**config.mk**
```make
export PLATFORM = sky130hd
export DESIGN_NAME = bors_sequencer
export DESIGN_NICKNAME = d
export VERILOG_FILES = /design/src/core/bors_sequencer.v
export VERILOG_INCLUDE_DIRS = /design/src /design/src/core
export SDC_FILE = /design/constraint.sdc
export NUM_CORES = 1
export LEC_CHECK = 0
export CAP_MARGIN = 20
export CORE_MARGIN = 5
export CORE_UTILIZATION = 35
export DETAILED_ROUTE_END_ITERATION = 10
export DONT_BUFFER_PORTS = 1
export GPL_TIMING_DRIVEN = 0
export MAX_ROUTING_LAYER = met4
export PLACE_DENSITY = 0.5
export SLEW_MARGIN = 20
export SYNTH_ARGS = -nofsm -noshare
export SYNTH_HDL_FRONTEND = slang
export SYNTH_SLANG_ARGS = --single-unit
export TNS_END_PERCENT = 20
```
**constraint.sdc**
```tcl
create_clock -name ref_clk -period 2.85 [get_ports ref_clk]
set_clock_uncertainty 0.1 [all_clocks]
set_input_delay 0.285 -clock ref_clk [delete_from_list [all_inputs] [get_ports ref_clk]]
set_output_delay 0.285 -clock ref_clk [all_outputs]
set_load 0.02 [all_outputs]
```
**src/core/bors_consts.vh**
```
`ifndef BORS_CONSTS_VH
`define BORS_CONSTS_VH
// Register port map (word addresses on the plain register port)
`define BORS_ADDR_RESET_CTRL   4'h0
`define BORS_ADDR_OSC_CTRL     4'h1
`define BORS_ADDR_CFG          4'h2
`define BORS_ADDR_IRQ_STATUS   4'h3
`define BORS_ADDR_IRQ_MASK     4'h4
// Field positions
`define BORS_RESET_CONTROL_REG_DROOP_BIT    1
`define BORS_OSC_LOCK_BIT      5
`define BORS_OSC_READY_BIT     0
`define BORS_OSC_CLKON_BIT     1
`define BORS_CFG_OSEL_LSB      0
`define BORS_CFG_PMODE_LSB     3
`define BORS_CFG_POWERUP_TIMER_EN_BIT   5
`define BORS_IRQ_DROOP_BIT     0
`define BORS_IRQ_RELEASE_BIT   1
// Reset values
`define BORS_CFG_RESET         8'h27
`define BORS_MASK_RESET        2'h0
// Oscillator select encodings (0/1 = internal RC, 2/3 = primary, 1/3 with PLL)
`define BORS_OSEL_FRC          3'h0
`define BORS_OSEL_FRC_PLL      3'h1
`define BORS_OSEL_PRI          3'h2
`define BORS_OSEL_PRI_PLL      3'h3
`define BORS_PMODE_EC          2'h0
`define BORS_PMODE_XT          2'h1
`define BORS_PMODE_HS          2'h2
`define BORS_PMODE_OFF         2'h3
// Timing: clock period in ns, pulse and start-up counts in cycles, other delays in us
`define BORS_CLK_NS            100
`define BORS_PULSE_CYC         16'd4
`define BORS_OST_CYC           16'd1024
`define BORS_POWERUP_TIMER_US           64
`define BORS_FSCM_US           2
`endif

```
**src/core/bors_sequencer.v**
```verilog
// Overview of operation
// - A synchronised droop alarm from the core supply monitor drives a device reset pulse.
// - After a droop reset the clock source is chosen from the oscillator select and primary mode fields.
// - With an oscillator source the start-up timer runs and the system clock stays gated until it expires.
// - With the PLL in use the system clock stays gated until the lock bit reads one.
// - The power-up delay runs alongside the clock hold and internal reset waits for it.
// - With the power-up delay off and a crystal in use, only the fail-safe monitor delay is applied.
// - Every droop reset sets the droop status flag at bit 1 of the reset control register.
// - Detection and reset stay active in sleep and idle and reset the device there too.
//
// Local design decisions: the strobed register port and the register offsets.
`timescale 1ns/1ps
`include "bors_consts.vh"
module bors_sequencer #(
  parameter POWERUP_TIMER_CYC = `BORS_POWERUP_TIMER_US * 1000 / `BORS_CLK_NS,
  parameter FSCM_CYC = `BORS_FSCM_US * 1000 / `BORS_CLK_NS
) (
  input  wire        ref_clk,
  input  wire        nrst,
  input  wire        droop_alarm,
  input  wire        pll_lock,
  input  wire        sleep_mode,
  input  wire        idle_mode,
  input  wire [3:0]  reg_addr,
  input  wire [7:0]  reg_wdata,
  input  wire        reg_wr,
  input  wire        reg_rd,
  output reg  [7:0]  reg_rdata,
  output wire        supply_droop_reset,
  output wire        internal_reset_n,
  output wire        sysclk_enable,
  output wire        irq
);
  // Sequencer states
  localparam ST_RUN   = 2'h0;
  localparam ST_PULSE = 2'h1;
  localparam ST_HOLD  = 2'h2;

  // Sequencer state and timers
  reg [1:0]  state_r;
  reg [15:0] pulse_cnt_r;
  reg [15:0] ost_cnt_r;
  reg [31:0] powerup_timer_cnt_r;
  reg        ost_done_r;
  reg        powerup_timer_done_r;
  reg        clk_on_r;

  // Software-visible registers
  reg        droop_flag_r;
  reg [7:0]  cfg_r;
  reg [1:0]  irq_stat_r;
  reg [1:0]  irq_mask_r;

  // Synchroniser stages and latched source selection
  reg        alarm_s1_r;
  reg        alarm_s2_r;
  reg        lock_s1_r;
  reg        lock_s2_r;
  reg [2:0]  osel_r;
  reg [1:0]  pmode_r;
  reg        sleep_s1_r;
  reg        sleep_s2_r;
  reg        idle_s1_r;
  reg        idle_s2_r;

  // Source needs a start-up timer when a primary oscillator is running
  function uses_osc;
    input [2:0] osel;
    input [1:0] pmode;
    begin
      uses_osc = ((osel == `BORS_OSEL_PRI) || (osel == `BORS_OSEL_PRI_PLL)) && (pmode != `BORS_PMODE_OFF);
    end
  endfunction

  function uses_pll;
    input [2:0] osel;
    begin
      uses_pll = (osel == `BORS_OSEL_FRC_PLL) || (osel == `BORS_OSEL_PRI_PLL);
    end
  endfunction

  // Properties of the source latched at the end of the last pulse
  wire is_crystal = uses_osc(osel_r, pmode_r) &&
                    ((pmode_r == `BORS_PMODE_XT) || (pmode_r == `BORS_PMODE_HS));
  wire powerup_timer_en    = cfg_r[`BORS_CFG_POWERUP_TIMER_EN_BIT];
  // Delay chosen for the power-up leg; zero delay with crystal falls back to the monitor delay
  wire [31:0] powerup_timer_target = powerup_timer_en ? POWERUP_TIMER_CYC : (is_crystal ? FSCM_CYC : 32'd0);
  wire clk_ready  = (!uses_osc(osel_r, pmode_r) || ost_done_r) &&
                    (!uses_pll(osel_r) || lock_s2_r);
  wire seq_done   = clk_ready && powerup_timer_done_r;
  wire release_ev = (state_r == ST_HOLD) && seq_done;

  // Two-stage synchronisers for pins from outside the clock domain
  // Only the second stage is read; the two cycles of latency merely delay
  // the reset pulse and the lock wait, which no rule bounds that tightly
  always @(posedge ref_clk) begin
    if (!nrst) begin
      alarm_s1_r <= 1'b0;
      alarm_s2_r <= 1'b0;
      lock_s1_r  <= 1'b0;
      lock_s2_r  <= 1'b0;
      sleep_s1_r <= 1'b0;
      sleep_s2_r <= 1'b0;
      idle_s1_r  <= 1'b0;
      idle_s2_r  <= 1'b0;
    end else begin
      alarm_s1_r <= droop_alarm;
      alarm_s2_r <= alarm_s1_r;
      lock_s1_r  <= pll_lock;
      lock_s2_r  <= lock_s1_r;
      sleep_s1_r <= sleep_mode;
      sleep_s2_r <= sleep_s1_r;
      idle_s1_r  <= idle_mode;
      idle_s2_r  <= idle_s1_r;
    end
  end

  // Sequence after a droop alarm:
  //   pulse - reset output high for a fixed count, restarted while the alarm stays up
  //   hold  - start-up timer, lock wait and power-up delay run side by side
  //   run   - internal reset released once the power-up delay and the source's clock waits are met; the clock comes on in hold once those waits are met
  // The alarm is a level: a supply that stays low keeps the device in the pulse
  // state, so the hold phase never begins on a sagging supply.
  // Source selection is latched as the pulse ends; a source or mode write during the
  // hold phase takes effect only at the next droop reset, but the power-up delay enable bit acts at once.
  // Limitation: the start-up count is in reference clock cycles, not oscillator
  // cycles, so it bounds the wait without proving that the oscillator runs.

  // Next values of the sequencer registers
  reg [1:0]  state_nxt;
  reg [15:0] pulse_cnt_nxt;
  reg [15:0] ost_cnt_nxt;
  reg [31:0] powerup_timer_cnt_nxt;
  reg        ost_done_nxt;
  reg        powerup_timer_done_nxt;
  reg        clk_on_nxt;
  reg [2:0]  osel_nxt;
  reg [1:0]  pmode_nxt;

  // Last count of the pulse and start-up timers, sized to their counters so the compares stay narrow
  localparam [15:0] PULSE_LAST = `BORS_PULSE_CYC - 16'd1;
  localparam [15:0] OST_LAST   = `BORS_OST_CYC - 16'd1;

  // Sequencer next state; low-power modes do not gate detection, so a droop in sleep or idle still resets
  always @* begin
    state_nxt     = state_r;
    pulse_cnt_nxt = pulse_cnt_r;
    ost_cnt_nxt   = ost_cnt_r;
    powerup_timer_cnt_nxt  = powerup_timer_cnt_r;
    ost_done_nxt  = ost_done_r;
    powerup_timer_done_nxt = powerup_timer_done_r;
    clk_on_nxt    = clk_on_r;
    osel_nxt      = osel_r;
    pmode_nxt     = pmode_r;
    if (alarm_s2_r) begin
      // Alarm restarts the whole pulse regardless of sleep or idle
      state_nxt     = ST_PULSE;
      pulse_cnt_nxt = 16'h0000;
      clk_on_nxt    = 1'b0;
    end else begin
      case (state_r)
        ST_RUN: begin
          clk_on_nxt = 1'b1;
        end
        ST_PULSE: begin
          if (pulse_cnt_r == PULSE_LAST) begin
            // Latch source selection at the end of the pulse
            osel_nxt      = cfg_r[`BORS_CFG_OSEL_LSB +: 3];
            pmode_nxt     = cfg_r[`BORS_CFG_PMODE_LSB +: 2];
            ost_cnt_nxt   = 16'h0000;
            powerup_timer_cnt_nxt  = 32'h00000000;
            ost_done_nxt  = 1'b0;
            powerup_timer_done_nxt = 1'b0;
            state_nxt     = ST_HOLD;
          end else begin
            pulse_cnt_nxt = pulse_cnt_r + 16'd1;
          end
        end
        ST_HOLD: begin
          // Start-up timer and power-up timer run concurrently
          if (!ost_done_r) begin
            if (ost_cnt_r == OST_LAST)
              ost_done_nxt = 1'b1;
            else
              ost_cnt_nxt = ost_cnt_r + 16'd1;
          end
          if (!powerup_timer_done_r) begin
            if (powerup_timer_cnt_r >= powerup_timer_target)
              powerup_timer_done_nxt = 1'b1;
            else
              powerup_timer_cnt_nxt = powerup_timer_cnt_r + 32'd1;
          end
          if (clk_ready)
            clk_on_nxt = 1'b1;
          if (release_ev)
            state_nxt = ST_RUN;
        end
        default: begin
          state_nxt = ST_RUN;
        end
      endcase
    end
  end

  // Sequencer registers; nrst leaves the clock running and the device out of reset
  // so that a plain power-on does not look like a droop to software
  always @(posedge ref_clk) begin
    if (!nrst) begin
      state_r     <= ST_RUN;
      pulse_cnt_r <= 16'h0000;
      ost_cnt_r   <= 16'h0000;
      powerup_timer_cnt_r  <= 32'h00000000;
      ost_done_r  <= 1'b0;
      powerup_timer_done_r <= 1'b0;
      clk_on_r    <= 1'b1;
      osel_r      <= 3'h0;
      pmode_r     <= 2'h0;
    end else begin
      state_r     <= state_nxt;
      pulse_cnt_r <= pulse_cnt_nxt;
      ost_cnt_r   <= ost_cnt_nxt;
      powerup_timer_cnt_r  <= powerup_timer_cnt_nxt;
      ost_done_r  <= ost_done_nxt;
      powerup_timer_done_r <= powerup_timer_done_nxt;
      clk_on_r    <= clk_on_nxt;
      osel_r      <= osel_nxt;
      pmode_r     <= pmode_nxt;
    end
  end

  // Reset outputs decode the state; the interrupt is a level while any unmasked status bit is set
  assign supply_droop_reset = (state_r == ST_PULSE);
  assign internal_reset_n   = (state_r == ST_RUN);
  assign sysclk_enable      = clk_on_r;
  assign irq                = |(irq_stat_r & irq_mask_r);

  // A droop event is the first alarm cycle; a held alarm counts once
  wire droop_ev = alarm_s2_r && (state_r != ST_PULSE);

  // Register map on the plain port (8-bit words):
  //   0 reset control  bit 1 droop flag, write zero to clear
  //   1 oscillator     read only: bit 5 lock, bit 3 idle, bit 2 sleep, bit 1 clock on, bit 0 clock ready
  //   2 configuration  bits 2:0 source, bits 4:3 primary mode, bit 5 power-up delay enable
  //   3 irq status     bit 0 droop, bit 1 release, write one to clear
  //   4 irq mask       same layout as status
  // Writes to other addresses are ignored and reads of them return zero.

  // True when a write strobe lands on the given register address
  function wr_hit;
    input       wr;
    input [3:0] addr;
    input [3:0] sel;
    begin
      wr_hit = wr && (addr == sel);
    end
  endfunction

  // One write decode per writable register
  wire wr_rst_ctrl = wr_hit(reg_wr, reg_addr, `BORS_ADDR_RESET_CTRL);
  wire wr_cfg      = wr_hit(reg_wr, reg_addr, `BORS_ADDR_CFG);
  wire wr_status   = wr_hit(reg_wr, reg_addr, `BORS_ADDR_IRQ_STATUS);
  wire wr_mask     = wr_hit(reg_wr, reg_addr, `BORS_ADDR_IRQ_MASK);

  // Events that set the status bits, placed at their bit positions
  wire [1:0] irq_ev;
  assign irq_ev[`BORS_IRQ_DROOP_BIT]   = droop_ev;
  assign irq_ev[`BORS_IRQ_RELEASE_BIT] = release_ev;

  // Write-one-to-clear status; an event in the same cycle as the clear wins so none is lost
  wire [1:0] irq_stat_nxt;
  genvar g;
  generate
    for (g = 0; g < 2; g = g + 1) begin : g_irq_stat
      assign irq_stat_nxt[g] = irq_ev[g] || (irq_stat_r[g] && !(wr_status && reg_wdata[g]));
    end
  endgenerate

  // Droop flag is not touched by the reset it causes, and a set beats a clear
  reg       droop_flag_nxt;
  reg [7:0] cfg_nxt;
  reg [1:0] irq_mask_nxt;
  always @* begin
    droop_flag_nxt = droop_flag_r;
    cfg_nxt        = cfg_r;
    irq_mask_nxt   = irq_mask_r;
    if (droop_ev)
      droop_flag_nxt = 1'b1;
    else if (wr_rst_ctrl && !reg_wdata[`BORS_RESET_CONTROL_REG_DROOP_BIT])
      droop_flag_nxt = 1'b0;
    if (wr_cfg)
      cfg_nxt = reg_wdata;
    if (wr_mask)
      irq_mask_nxt = reg_wdata[1:0];
  end

  // Register update; configuration returns to its reset value only on nrst
  always @(posedge ref_clk) begin
    if (!nrst) begin
      droop_flag_r <= 1'b0;
      cfg_r        <= `BORS_CFG_RESET;
      irq_stat_r   <= 2'h0;
      irq_mask_r   <= `BORS_MASK_RESET;
    end else begin
      droop_flag_r <= droop_flag_nxt;
      cfg_r        <= cfg_nxt;
      irq_stat_r   <= irq_stat_nxt;
      irq_mask_r   <= irq_mask_nxt;
    end
  end

  // Read data one cycle after the strobe; unmapped addresses and idle cycles read zero
  // Reads have no side effects, so software may poll any register freely
  reg [7:0] rdata_nxt;
  always @* begin
    rdata_nxt = 8'h00;
    if (reg_rd) begin
      case (reg_addr)
        `BORS_ADDR_RESET_CTRL: rdata_nxt = {6'h00, droop_flag_r, 1'b0};
        `BORS_ADDR_OSC_CTRL:   rdata_nxt = {2'h0, lock_s2_r, 1'b0, idle_s2_r, sleep_s2_r, clk_on_r, clk_ready};
        `BORS_ADDR_CFG:        rdata_nxt = cfg_r;
        `BORS_ADDR_IRQ_STATUS: rdata_nxt = {6'h00, irq_stat_r};
        `BORS_ADDR_IRQ_MASK:   rdata_nxt = {6'h00, irq_mask_r};
        default:               rdata_nxt = 8'h00;
      endcase
    end
  end

  // Read data register; data outputs come from flip-flops
  always @(posedge ref_clk) begin
    if (!nrst) begin
      reg_rdata <= 8'h00;
    end else begin
      reg_rdata <= rdata_nxt;
    end
  end
endmodule // bors_sequencer

```
**After elaboration in Yosys (flattened, before gate mapping)**

Index checks and enable logic that the tools add are counted.

- Bitwise operators: 5
- Equal/unequal tests: 25
- Reduce and logical (&&, ||, !) cells: 43
- Add/sub/neg operators: 3
- Mux-type cells: 27
- Order comparisons: 1

Operators with widths:

| operator | number |
|---|---|
| $mux 32 | 3 |
| $pmux 32 s2 | 1 |
| $mux 16 | 3 |
| $pmux 8 s5 | 1 |
| $add 16x1->16 const B | 2 |
| $add 32x1->32 const B | 1 |
| $ge 32x10->1 | 1 |
| $pmux 16 s2 | 1 |
| $eq 16x10->1 const B | 1 |
| $eq 16x2->1 const B | 1 |
| $logic_and 1x1->1 | 15 |
| $ne 2x2->1 const B | 6 |
| $reduce_and 3->1 | 4 |
| $mux 1 | 10 |
| $mux 10 | 1 |
| $reduce_and 5->1 | 2 |
| $eq 4x2->1 const B | 2 |
| $logic_or 1x1->1 | 7 |
| $eq 3x2->1 const B | 2 |
| $ne 2x1->1 const B | 3 |
| $ne 3x3->1 const B | 2 |
| $pmux 1 s2 | 3 |
| $pmux 2 s3 | 1 |
| $reduce_and 2->1 | 3 |
| 16 further kinds | 28 |

- Bits in registers: 103
- Logic and storage cells: 127

**Logic depth before layout (Yosys ltp)**

Gate-level depths: netlist of the first run.

- Depth after elaboration: 11
- Mapped depth: 11
- Gate-level depth less buffers: 10

**Worst setup path before layout of the first run**

No wires, ideal clock.

- Path type: reg-to-reg
- From: register pmode_r[0]
- To: register powerup_timer_cnt_r[4]
- Setup slack: 0.585 ns
- Cell stages (with the launch flop): 12
- Data arrival time: 2.094 ns
- Clock period less this slack: 2.265 ns
- Setup time: 0.072 ns
- Path through: dfxtp_1 ha_1 nor4b_1 nand2_1 inv_1 ha_1 and2_0 o21ai_0 a21oi_1 buf_2 nor4_2 mux2i_1

- Cells in the longest elaborated chain, start to end: 8
- Elaborated cells between the ends (all ways): 11

RTL lines:

| element | RTL line | source |
|---|---|---|
| from (decl) | bors_sequencer.v:60 | `reg [1:0] pmode_r;` |
| from (signal assigned) | bors_sequencer.v:227 | `pmode_r <= pmode_nxt;` |
| $ne 2x2->1 (no source line), or another cell as far along | -- |  |
| $logic_and 1x1->1 or $logic_or 1x1->1 (tied branches) | bors_sequencer.v:71, bors_sequencer.v:84 |  |
| $logic_and 1x1->1 (*) | bors_sequencer.v:83 | `wire is_crystal = uses_osc(osel_r, pmode_r) &&` |
| $mux 5 (*) | bors_sequencer.v:87 | `wire [31:0] powerup_timer_target = powerup_timer_en ? POWERUP_TIMER_CYC : (is_crystal ? FSCM_CYC : 32'd0);` |
| $mux 10 (*) | bors_sequencer.v:87 |  |
| $ge 32x10->1 (*) | bors_sequencer.v:188 | `if (powerup_timer_cnt_r >= powerup_timer_target)` |
| $ne 2x2->1 (no source line) (*) | -- |  |
| $reduce_and 5->1 (no source line) (*) | -- |  |
| to (signal assigned) | bors_sequencer.v:222 | `powerup_timer_cnt_r <= powerup_timer_cnt_nxt;` |
| to (decl) | bors_sequencer.v:43 | `reg [31:0] powerup_timer_cnt_r;` |

Mark *: on every way between the ends. The rest lies on a longest branch, timed or not.
A chain may end at the register's enable or synchronous reset.

**Worst setup path in the final report of the first run**

Ends and elaborated chain as after synthesis.

==> results.toml, run 1 <==
[cts]
cts.clk_slew.worst_paths_ns = 0.07
clk_latency_ns = 0.35
clock_path_buffers = 2
clock-sinks = 103
cts_hold_buf = 13
numCtsBuffers = 9
tritoncts = "done"
cts_setup_buffers = 0
htreeDepth = 3
cts_resized = 0
cts_root_buffer = "clkbuf_16"

[yosys]
synth_nets = 521
synth_edf_count = 0
syn_area_mm2 = 0.00453
syn_avg_cell_area_um2 = 9.21
ys.warnings.count = 0
synth_adder_area_share_pct = 2.48
ys_async_sr_fraction_pct = 0
synthMuxAreaShare_pct = 4.86
yosys_register_bits = 103
synth.distinct_cells = 55
synth_compound_area_share_pct = 11.2
yosysSeqAreaShare_pct = 45.5
synth_top_family_by_area = "simple AND/OR/NAND/NOR gates"
synth-simple-area-share_pct = 29.7
synth_xor_area_share_pct = 2.90
syn_inst = 492
synth_ff_type = "dfxtp_1"

[sta]
setup_viol = 0
fin_crit_sh_pct = 89.5
slew_headroom_pct = 55.4
timing.setup.tns_ns = 0
fin_crit_ns = 2.55
worstMarginPinSlew_ns = 0.667
hold_viol_final = 0
hold_ws_ns = 0.0383
drv_slew = 0
rsz0062_at_grt = "no"
timing.fmax_mhz = 392

[route]
vias = 3566
detail_route.wl_per_cell_um = 14.4
routed_wl_mm = 9.98
firstDrtPassIters = 4
drc = 0
drt_iter0_drc = 186
viasPerCell = 5.15
antenna_left = 0

[worst_hold_path]
min_from = "reg_rd"
worstHoldPathType = "input pin to flip-flop"
hold_depth = 2
hold_end = "reg_rdata[1]"

[place]
gp_congestion = 0.812
port_buffers = 0
hpwl_mm = 7.21

[critical_path]
crit_type = "flip-flop to flip-flop"
reg2reg_slack_ns = 0.30
cp-start-kind = "flip-flop"
reg2reg_to = "powerup_timer_cnt_r[4]"
reg2regPathDepth = 11
crit_path_end_kind = "flip-flop"
crit_fanout = 10
rr_startpoint = "pmode_r[0]"
cp.required_ns = 3.03
cp_data_arrival_time_ns = 2.73

[run_status]
outcome = "completed"

[layout]
finalNetCount = 545
layout.cells.most_common = "dfxtp_1"
syn2layout_area_growth_pct = 14.0
most-common-layout-cells = "dfxtp_1 (103), nand2_1 (53), nor2_1 (44)"
n_antenna_cell = 0
final_layout_size_suffix_gt1_share_pct = 7.88

[floorplan]
die_w_um = 124
core_mm2 = 0.0127
start_util_pct = 35.8
die_y_um = 124
die_area_mm2 = 0.0153
rows = 41
ioPinCount = 32

[job]
timing.max_cap.violations = 0

[grt]
grt.overflow.total = 0
grt_pass1_wl_mm = 17.5
grt_max_degree = 17
grt_pass1_vias = 3504
grtUsageTotal_pct = 14.7
antenna_found_initial = 0

[pwr]
p_leak_uw = 0.00193
peakVddDrop_mv = 0.294
power.density_mw_per_mm2 = 536
## cell usage after synthesis, types with 4 or more instances
library cell,count,area [um2]
dfxtp_1,103,2060
inv_1,8,30.0
nor3_1,11,55.1
a2111o_1,11,124
o21ai_0,7,35.0
buf_2,6,30.0
and2_1,33,206
or4_1,4,30.0
and3_1,7,43.8
mux2i_1,22,220
nand4_1,11,68.8
xor2_1,9,78.8
nor2b_1,4,25.0
ha_1,9,113
nand3_1,21,105
clkbuf_1,13,48.8
a21oi_1,15,75.1
nor2_1,44,165
nor4_1,11,68.8
nor4_2,8,100
nand2b_1,14,87.6
xnor2_1,6,52.6
nand2_1,53,199
a22oi_1,4,30.0
o2111ai_1,10,87.6
## flip-flops by register name, summed over array words and instances, names as in the netlist, 2 cells and up
signal,flops
cfg_r,8
irq_mask_r,2
irq_stat_r,2
osel_r,3
ost_cnt_r,16
pmode_r,2
powerup_timer_cnt_r,32
pulse_cnt_r,16
reg_rdata,8
state_r,2
## worst max-delay path, cell delays in order (launching register included)
cell and delay, ns:
dfxtp_1 0.32, ha_1 0.21, nor4b_1 0.25, nand2_1 0.12
inv_1 0.07, ha_1 0.21, and2_0 0.13, o21ai_0 0.14
a21oi_1 0.16, buf_2 0.25, nor4_2 0.32, mux2i_1 0.21
## per-layer routing
layer	global-route usage, %	wire, um
met1	19.1	4950
met3	4.86	406
met2	22.1	4530
met4	3.88	95
met5	-	0
## report_power, final
| part | internal [uW] | switching (uW) |
|---|---|---|
| sequential | 1450 | 9.98 |
| clock | 678 | 533 |
| combinational | 36.7 | 60.0 |
| total | 2160 | 603 |
## metrics by stage
stage / cell area, um2 / util, % / std cells / setup slack, ns / power [uW]
3_5_place_dp: 4750 / 37.5 / 664 / 0.312 / 1580
2_1_floorplan: 4530 / - / 492 / 0.585 / 1550
6_report: 5170 / 40.8 / 692 / 0.299 / 2770
5_1_grt: 5170 / 40.8 / 692 / 0.0872 / 2900
3_3_place_gp: 4750 / 37.5 / 664 / 0.329 / 1580
4_1_cts: 5170 / 40.8 / 692 / 0.288 / 2820
## how the worst max path moves through the flow
stage / from / end / depth (start not counted)
after CTS: pmode_r[0] / powerup_timer_cnt_r[4] / 11
after global routing: pmode_r[0] / powerup_timer_cnt_r[0] / 11
after global placement: pmode_r[0] / powerup_timer_cnt_r[4] / 11
after floorplan: pmode_r[0] / powerup_timer_cnt_r[4] / 11
final: pmode_r[0] / powerup_timer_cnt_r[4] / 11
after detailed placement: pmode_r[0] / powerup_timer_cnt_r[4] / 11
## kinds of logic (layout without fill, tap and decap cells)
kind of cell	Yosys count	count (layout)
muxes	22	22
buffers and inverters	33	61
adders and majority gates	9	9
DFF	103	103
xor gates and xnor gates	15	15
and+or+nand+nor	244	244
AOI/OAI and AO/OA	66	66
## area by class of cell
class,count,area [um2]
repair buffers,13,130
multi-input cells,356,2320
flip-flops and latches,103,2060
fillers,1296,7500
clock buffers,10,229
inverters,9,33.8
plain buffers,24,116
clock inverters,5,58.8
well taps,172,215
Note: power is estimated with default switching activity, not from simulation.
==> inputs of run 2 (changes only) <==
--- a/config.mk
+++ b/config.mk
@@ -6,13 +6,14 @@
 export SDC_FILE = /design/constraint.sdc
 export NUM_CORES = 1
 export LEC_CHECK = 0
+export ABC_AREA = 1
 export CAP_MARGIN = 20
 export CORE_MARGIN = 5
 export CORE_UTILIZATION = 35
 export DETAILED_ROUTE_END_ITERATION = 10
 export DONT_BUFFER_PORTS = 1
 export GPL_TIMING_DRIVEN = 0
-export MAX_ROUTING_LAYER = met4
+export HOLD_SLACK_MARGIN = 0.08
 export PLACE_DENSITY = 0.5
 export SLEW_MARGIN = 20
 export SYNTH_ARGS = -nofsm -noshare
==> results.toml, run 2 <==
[layout]
finalNetCount = 749
most-common-layout-cells = "nand2_1 (144), dfxtp_1 (103), nor2_1 (97)"
regMostFlops = "powerup_timer_cnt_r"
layout.cells.most_common = "nand2_1"
instances_no_fill = 905
seq_area_mm2 = 0.00206
nFillCells = 1419
largest_reg_flops = 32
n_antenna_cell = 0
multi_input_area_mm2 = 0.00234
final_layout_size_suffix_gt1_share_pct = 7.72
design_area_mm2 = 0.00560
reg_top3 = "powerup_timer_cnt_r x32, ost_cnt_r x16, pulse_cnt_r x16"
syn2layout_area_growth_pct = 14.0

[grt]
grtUsageMet2_pct = 23.1
grt_pass1_wl_mm = 19.8
antenna_found_initial = 0
grt_pass1_vias = 4174
grtUsageTotal_pct = 14.7
grtUsageMet1_pct = 20.4
top_usage_layer = "met2"
grt_max_degree = 18
grt_util_met3_pct = 3.69
grt.overflow.total = 0

[cts]
htreeDepth = 3
clock-sinks = 103
tritoncts = "done"
clock_path_buffers = 2
cts.clk_slew.worst_paths_ns = 0.07
clk_latency_ns = 0.35
cts_root_buffer = "clkbuf_16"
cts_resized = 0
numCtsBuffers = 9

[route]
viasPerCell = 4.73
detail_route.wl_per_cell_um = 12.7
routed_wl_mm = 11.5
firstDrtPassIters = 5
drt_iter0_drc = 190
drc = 0
vias = 4281
antenna_left = 0

[sta]
drv_slew = 0
rsz0062_at_grt = "no"
hold_ws_ns = 0.0990
fin_crit_ns = 2.48
hold_viol_final = 0
timing.fmax_mhz = 404
timing.setup.tns_ns = 0
fin_crit_sh_pct = 86.9
worstMarginPinSlew_ns = 0.647
slew_headroom_pct = 56.8
setup_viol = 0
setup_slack_ns = 0.374

[yosys]
yosys-top-cells-count = "nand2_1 (144), dfxtp_1 (103), nor2_1 (97)"
synth_xor_area_share_pct = 2.49
synth_compound_area_share_pct = 10.5
synthTopCellsByArea = "dfxtp_1 (42%), nand2_1 (11%), nor2_1 (7.4%)"
synth_nets = 724
syn_area_mm2 = 0.00492
yosysSeqAreaShare_pct = 41.9
syn_inst = 695
yosys_register_bits = 103
synth-simple-area-share_pct = 32.3
synth_top_cell_by_area = "dfxtp_1"
synth_top_family_by_area = "simple AND/OR/NAND/NOR gates"
synth.distinct_cells = 36
ys.warnings.count = 0
ys_async_sr_fraction_pct = 0
synth_edf_count = 0
syn_avg_cell_area_um2 = 7.07
synthMuxAreaShare_pct = 0
netlist.area_leader.share_pct = 41.9
synth_most_common_cell = "nand2_1"
synth_ff_type = "dfxtp_1"
synth_adder_area_share_pct = 2.29

[critical_path]
cp_data_arrival_time_ns = 2.65
path_cells = "ha_1 > inv_1 > nand2_1 > nor2_1 > nand2_1 > nor2_1 > inv_1 > ha_1 > nand2_1 > nor2_1 > nand2_1 > nand3_1 > nand2_1 > nand2_1 > inv_2 > nand2_2 > nand3_1 > a21oi_1"
cp.required_ns = 3.02
cp-start-kind = "flip-flop"
crit_type = "flip-flop to flip-flop"
crit_path_frequent_cell = "nand2_1"
slowest_delay_ns = 0.32
crit_buf_inv = 3
critPathTopFamily = "simple AND/OR/NAND/NOR gates"
crit_fanout = 10
crit_slowest_cell = "dfxtp_1"
crit_path_end_kind = "flip-flop"

[floorplan]
start_util_pct = 35.6
die_w_um = 129
core_mm2 = 0.0138
die_y_um = 129
die_area_mm2 = 0.0165
ioPinCount = 32
rows = 43

[place]
post-place-ws_ns = 0.367
hpwl_mm = 8.49
dpl-instance-area_mm2 = 0.00514
dp_cells = 875
gp_congestion = 0.829
port_buffers = 0

[worst_hold_path]
worstHoldPathType = "input pin to flip-flop"

[pwr]
power.density_mw_per_mm2 = 547
p_leak_uw = 0.00228
peakVddDrop_mv = 0.382

[run_status]
outcome = "completed"

[job]
timing.max_cap.violations = 0
## run 2: changes by cell type after synthesis, moves of 28 or more
cell	before	now
nor2_1	44	97
inv_1	8	89
and2_1	33	0
nand2_1	53	144
nand3_1	21	49
a21oi_1	15	51
## run 2: repair_timing
action | in CTS | in global routing
setup buffers | 0 | 0
endpoints found under the hold margin | 19 | 0
hold buffers | 14 | 0
## run 2: cell type report
type	instances	share of cell area [%]
clock inverters	5	1.59
repair buffers	14	2.50
inverters	98	6.61
well taps	180	4.02
plain buffers	22	2.59
flip-flops and latches	103	36.8
multi-input cells	472	41.7
clock buffers	11	4.15
## run 2: kinds of logic (layout without fill, tap and decap cells)
logic type               after synthesis  count (layout)
flip-flops                           103             103
adder cells (fa/ha/maj)                9               9
AO/OA/AOI/OAI                         93              93
buffers and inverters                120             150
AND/OR/NAND/NOR                      356             356
XOR/XNOR                              14              14
## run 2: stage by stage
| step | util [%] | total power [uW] |
|---|---|---|
| after floorplan | - | 1680 |
| after global placement | 37.2 | 1740 |
| after detailed placement | 37.2 | 1750 |
| after CTS | 40.5 | 3120 |
| after global routing | 40.5 | 3200 |
| final | 40.5 | 3070 |
## run 2: path summary, 6_finish.rpt
kind | startpoint | endpoint | slack [ns] | cells after the start
setup / recovery | pmode_r[0] | powerup_timer_cnt_r[4] | 0.37 | 18
hold / removal | reg_addr[3] | irq_mask_r[1] | 0.1 | 3
setup reg to reg | pmode_r[0] | powerup_timer_cnt_r[4] | 0.37 | 18
hold reg to reg | sleep_s1_r | sleep_s2_r | 0.31 | 2
## run 2: tightest hold or removal path: stages
cell     delay (ns)
nor2_1         0.04
nand3_1        0.10
a21oi_1        0.07
## run 2: power breakdown
group / internal, uW / leakage, uW / total (uW) / switching [uW]
registers: 1460 / 0.000833 / 1480 / 18.4
clock network: 782 / 0.000156 / 1340 / 558
logic: 80.3 / 0.00129 / 246 / 166
## run 2: metal layers
layer | share of wire, % | vias up
li1 | - | 2277
met1 | 49 | 1939
met2 | 46 | 53
met3 | 3.4 | 12
met4 | 1.1 | 0
met5 | 0 | -
==> inputs of run 3 (changes only) <==
--- a/config.mk
+++ b/config.mk
@@ -15,6 +15,8 @@
 export GPL_TIMING_DRIVEN = 0
 export HOLD_SLACK_MARGIN = 0.08
 export PLACE_DENSITY = 0.5
+export REMOVE_ABC_BUFFERS = 1
+export SKIP_LAST_GASP = 1
 export SLEW_MARGIN = 20
 export SYNTH_ARGS = -nofsm -noshare
 export SYNTH_HDL_FRONTEND = slang
==> results.toml, run 3 (synthesized netlist as in run 2, its figures left out) <==
[run_status]
outcome = "completed"

[place]
hpwl_mm = 7.57
dpl-instance-area_mm2 = 0.00500
gp_congestion = 0.768
dp_cells = 853
port_buffers = 0

[route]
vias = 4157
routed_wl_mm = 10.9
drc = 0
detail_route.wl_per_cell_um = 12.3
drt_iter0_drc = 153
firstDrtPassIters = 4
antenna_left = 0
viasPerCell = 4.69

[cts]
clock-sinks = 103
clk_latency_ns = 0.35
cts_root_buffer = "clkbuf_16"
clock_path_buffers = 2
cts_resized = 0
cts.clk_slew.worst_paths_ns = 0.07
tritoncts = "done"
numCtsBuffers = 9
htreeDepth = 3

[floorplan]
die_area_mm2 = 0.0165
ioPinCount = 32
start_util_pct = 35.6
die_w_um = 129
core_mm2 = 0.0138
die_y_um = 129
rows = 43

[grt]
antenna_found_initial = 0
grt_max_degree = 46
grtUsageTotal_pct = 13.9
grt_pass1_wl_mm = 18.6
grt.overflow.total = 0
grt_pass1_vias = 3938

[layout]
most-common-layout-cells = "nand2_1 (144), dfxtp_1 (103), nor2_1 (97)"
nFillCells = 1446
design_area_mm2 = 0.00548
multi_input_area_mm2 = 0.00234
seq_area_mm2 = 0.00206
finalNetCount = 731
syn2layout_area_growth_pct = 11.4
n_antenna_cell = 0
layout.cells.most_common = "nand2_1"
instances_no_fill = 886
regMostFlops = "powerup_timer_cnt_r"
largest_reg_flops = 32
reg_top3 = "powerup_timer_cnt_r x32, ost_cnt_r x16, pulse_cnt_r x16"
final_layout_size_suffix_gt1_share_pct = 6.94

[sta]
hold_viol_final = 0
timing.setup.tns_ns = 0
worstMarginPinSlew_ns = 1.00
fin_crit_ns = 2.47
rsz0062_at_grt = "no"
fin_crit_sh_pct = 86.7
slew_headroom_pct = 33.1
timing.fmax_mhz = 405
setup_viol = 0
drv_slew = 0

[job]
timing.max_cap.violations = 0

[critical_path]
crit_path_end_kind = "flip-flop"
cp-start-kind = "flip-flop"
crit_type = "flip-flop to flip-flop"
cp.required_ns = 2.95
crit_fanout = 10
cp_data_arrival_time_ns = 2.57

[worst_hold_path]
worstHoldPathType = "input pin to flip-flop"

[pwr]
power.density_mw_per_mm2 = 540
peakVddDrop_mv = 0.316
p_leak_uw = 0.00221
## run 3: cell types whose count changed in the layout (fill, tap and decap cells not counted), sizes merged
cell         change
dlygate4sd3      +1
bufinv           -1
buf              -8
clkbuf          -13
clkinvlp         +2
## run 3: repair_timing
item                                   in CTS  in global routing
endpoints found under the hold margin      35                  0
hold buffers                               15                  0
setup endpoints to repair                   0                  1
buffers inserted                            0                  3
## run 3: worst max-delay path, stage by stage, from the launching register on
cell and delay [ns]:
dfxtp_1 0.32, ha_1 0.18, inv_1 0.05, nand2_1 0.06, nor2_1 0.10, nand2_1 0.06, nor2_1 0.16, inv_1 0.07
ha_1 0.26, nand2_1 0.05, nor2_1 0.04, nand2_1 0.04, nand3_1 0.06, nand2_1 0.08, nand2_1 0.12, inv_2 0.19
nand2_2 0.17, nand3_1 0.13, a21oi_1 0.07
## run 3: stage by stage
step / total power [uW] / hold slack, ns / setup slack, ns / utilization [%]
final: 2960 / 0.106 / 0.379 / 39.6
after global routing: 3090 / 0.0979 / 0.0443 / 39.6
after CTS: 3000 / 0.0859 / 0.300 / 39.4
after detailed placement: 1710 / 0.269 / 0.358 / 36.1
after global placement: 1710 / 0.263 / 0.415 / 36.1
after floorplan: 1650 / 0.254 / 0.739 / -
## run 3: layout make-up
type | instances | area share (%)
clock inverters | 6 | 1.28
inverters | 98 | 6.76
flip-flops and latches | 103 | 37.7
clock buffers | 9 | 4.11
repair buffers | 18 | 3.38
well taps | 180 | 4.11
multi-input cells | 472 | 42.7
## run 3: final timing paths
check | start | end | slack [ns] | cells after the start
worst min register to register | idle_s1_r | idle_s2_r | 0.31 | 2
worst max register to register | pmode_r[0] | powerup_timer_cnt_r[7] | 0.38 | 18
worst max-delay path | pmode_r[0] | powerup_timer_cnt_r[7] | 0.38 | 18
worst min-delay path | reg_addr[3] | irq_mask_r[0] | 0.11 | 3
## run 3: power by group
part | leakage, uW | internal, uW | switching [uW] | total [uW]
combinational | 0.00123 | 73.8 | 158 | 231
clock | 0.000140 | 684 | 561 | 1250
sequential | 0.000833 | 1460 | 18.3 | 1480
total | 0.00221 | 2220 | 737 | 2960
## run 3: layer usage
metal / global-route usage (%) / up-vias / wire length [um]
met5: 0 / - / 0
li1: - / 2232 / -
met3: 3.99 / 10 / 265
met2: 23.7 / 26 / 5240
met4: 3.71 / 0 / 114
met1: 17.3 / 1889 / 5270
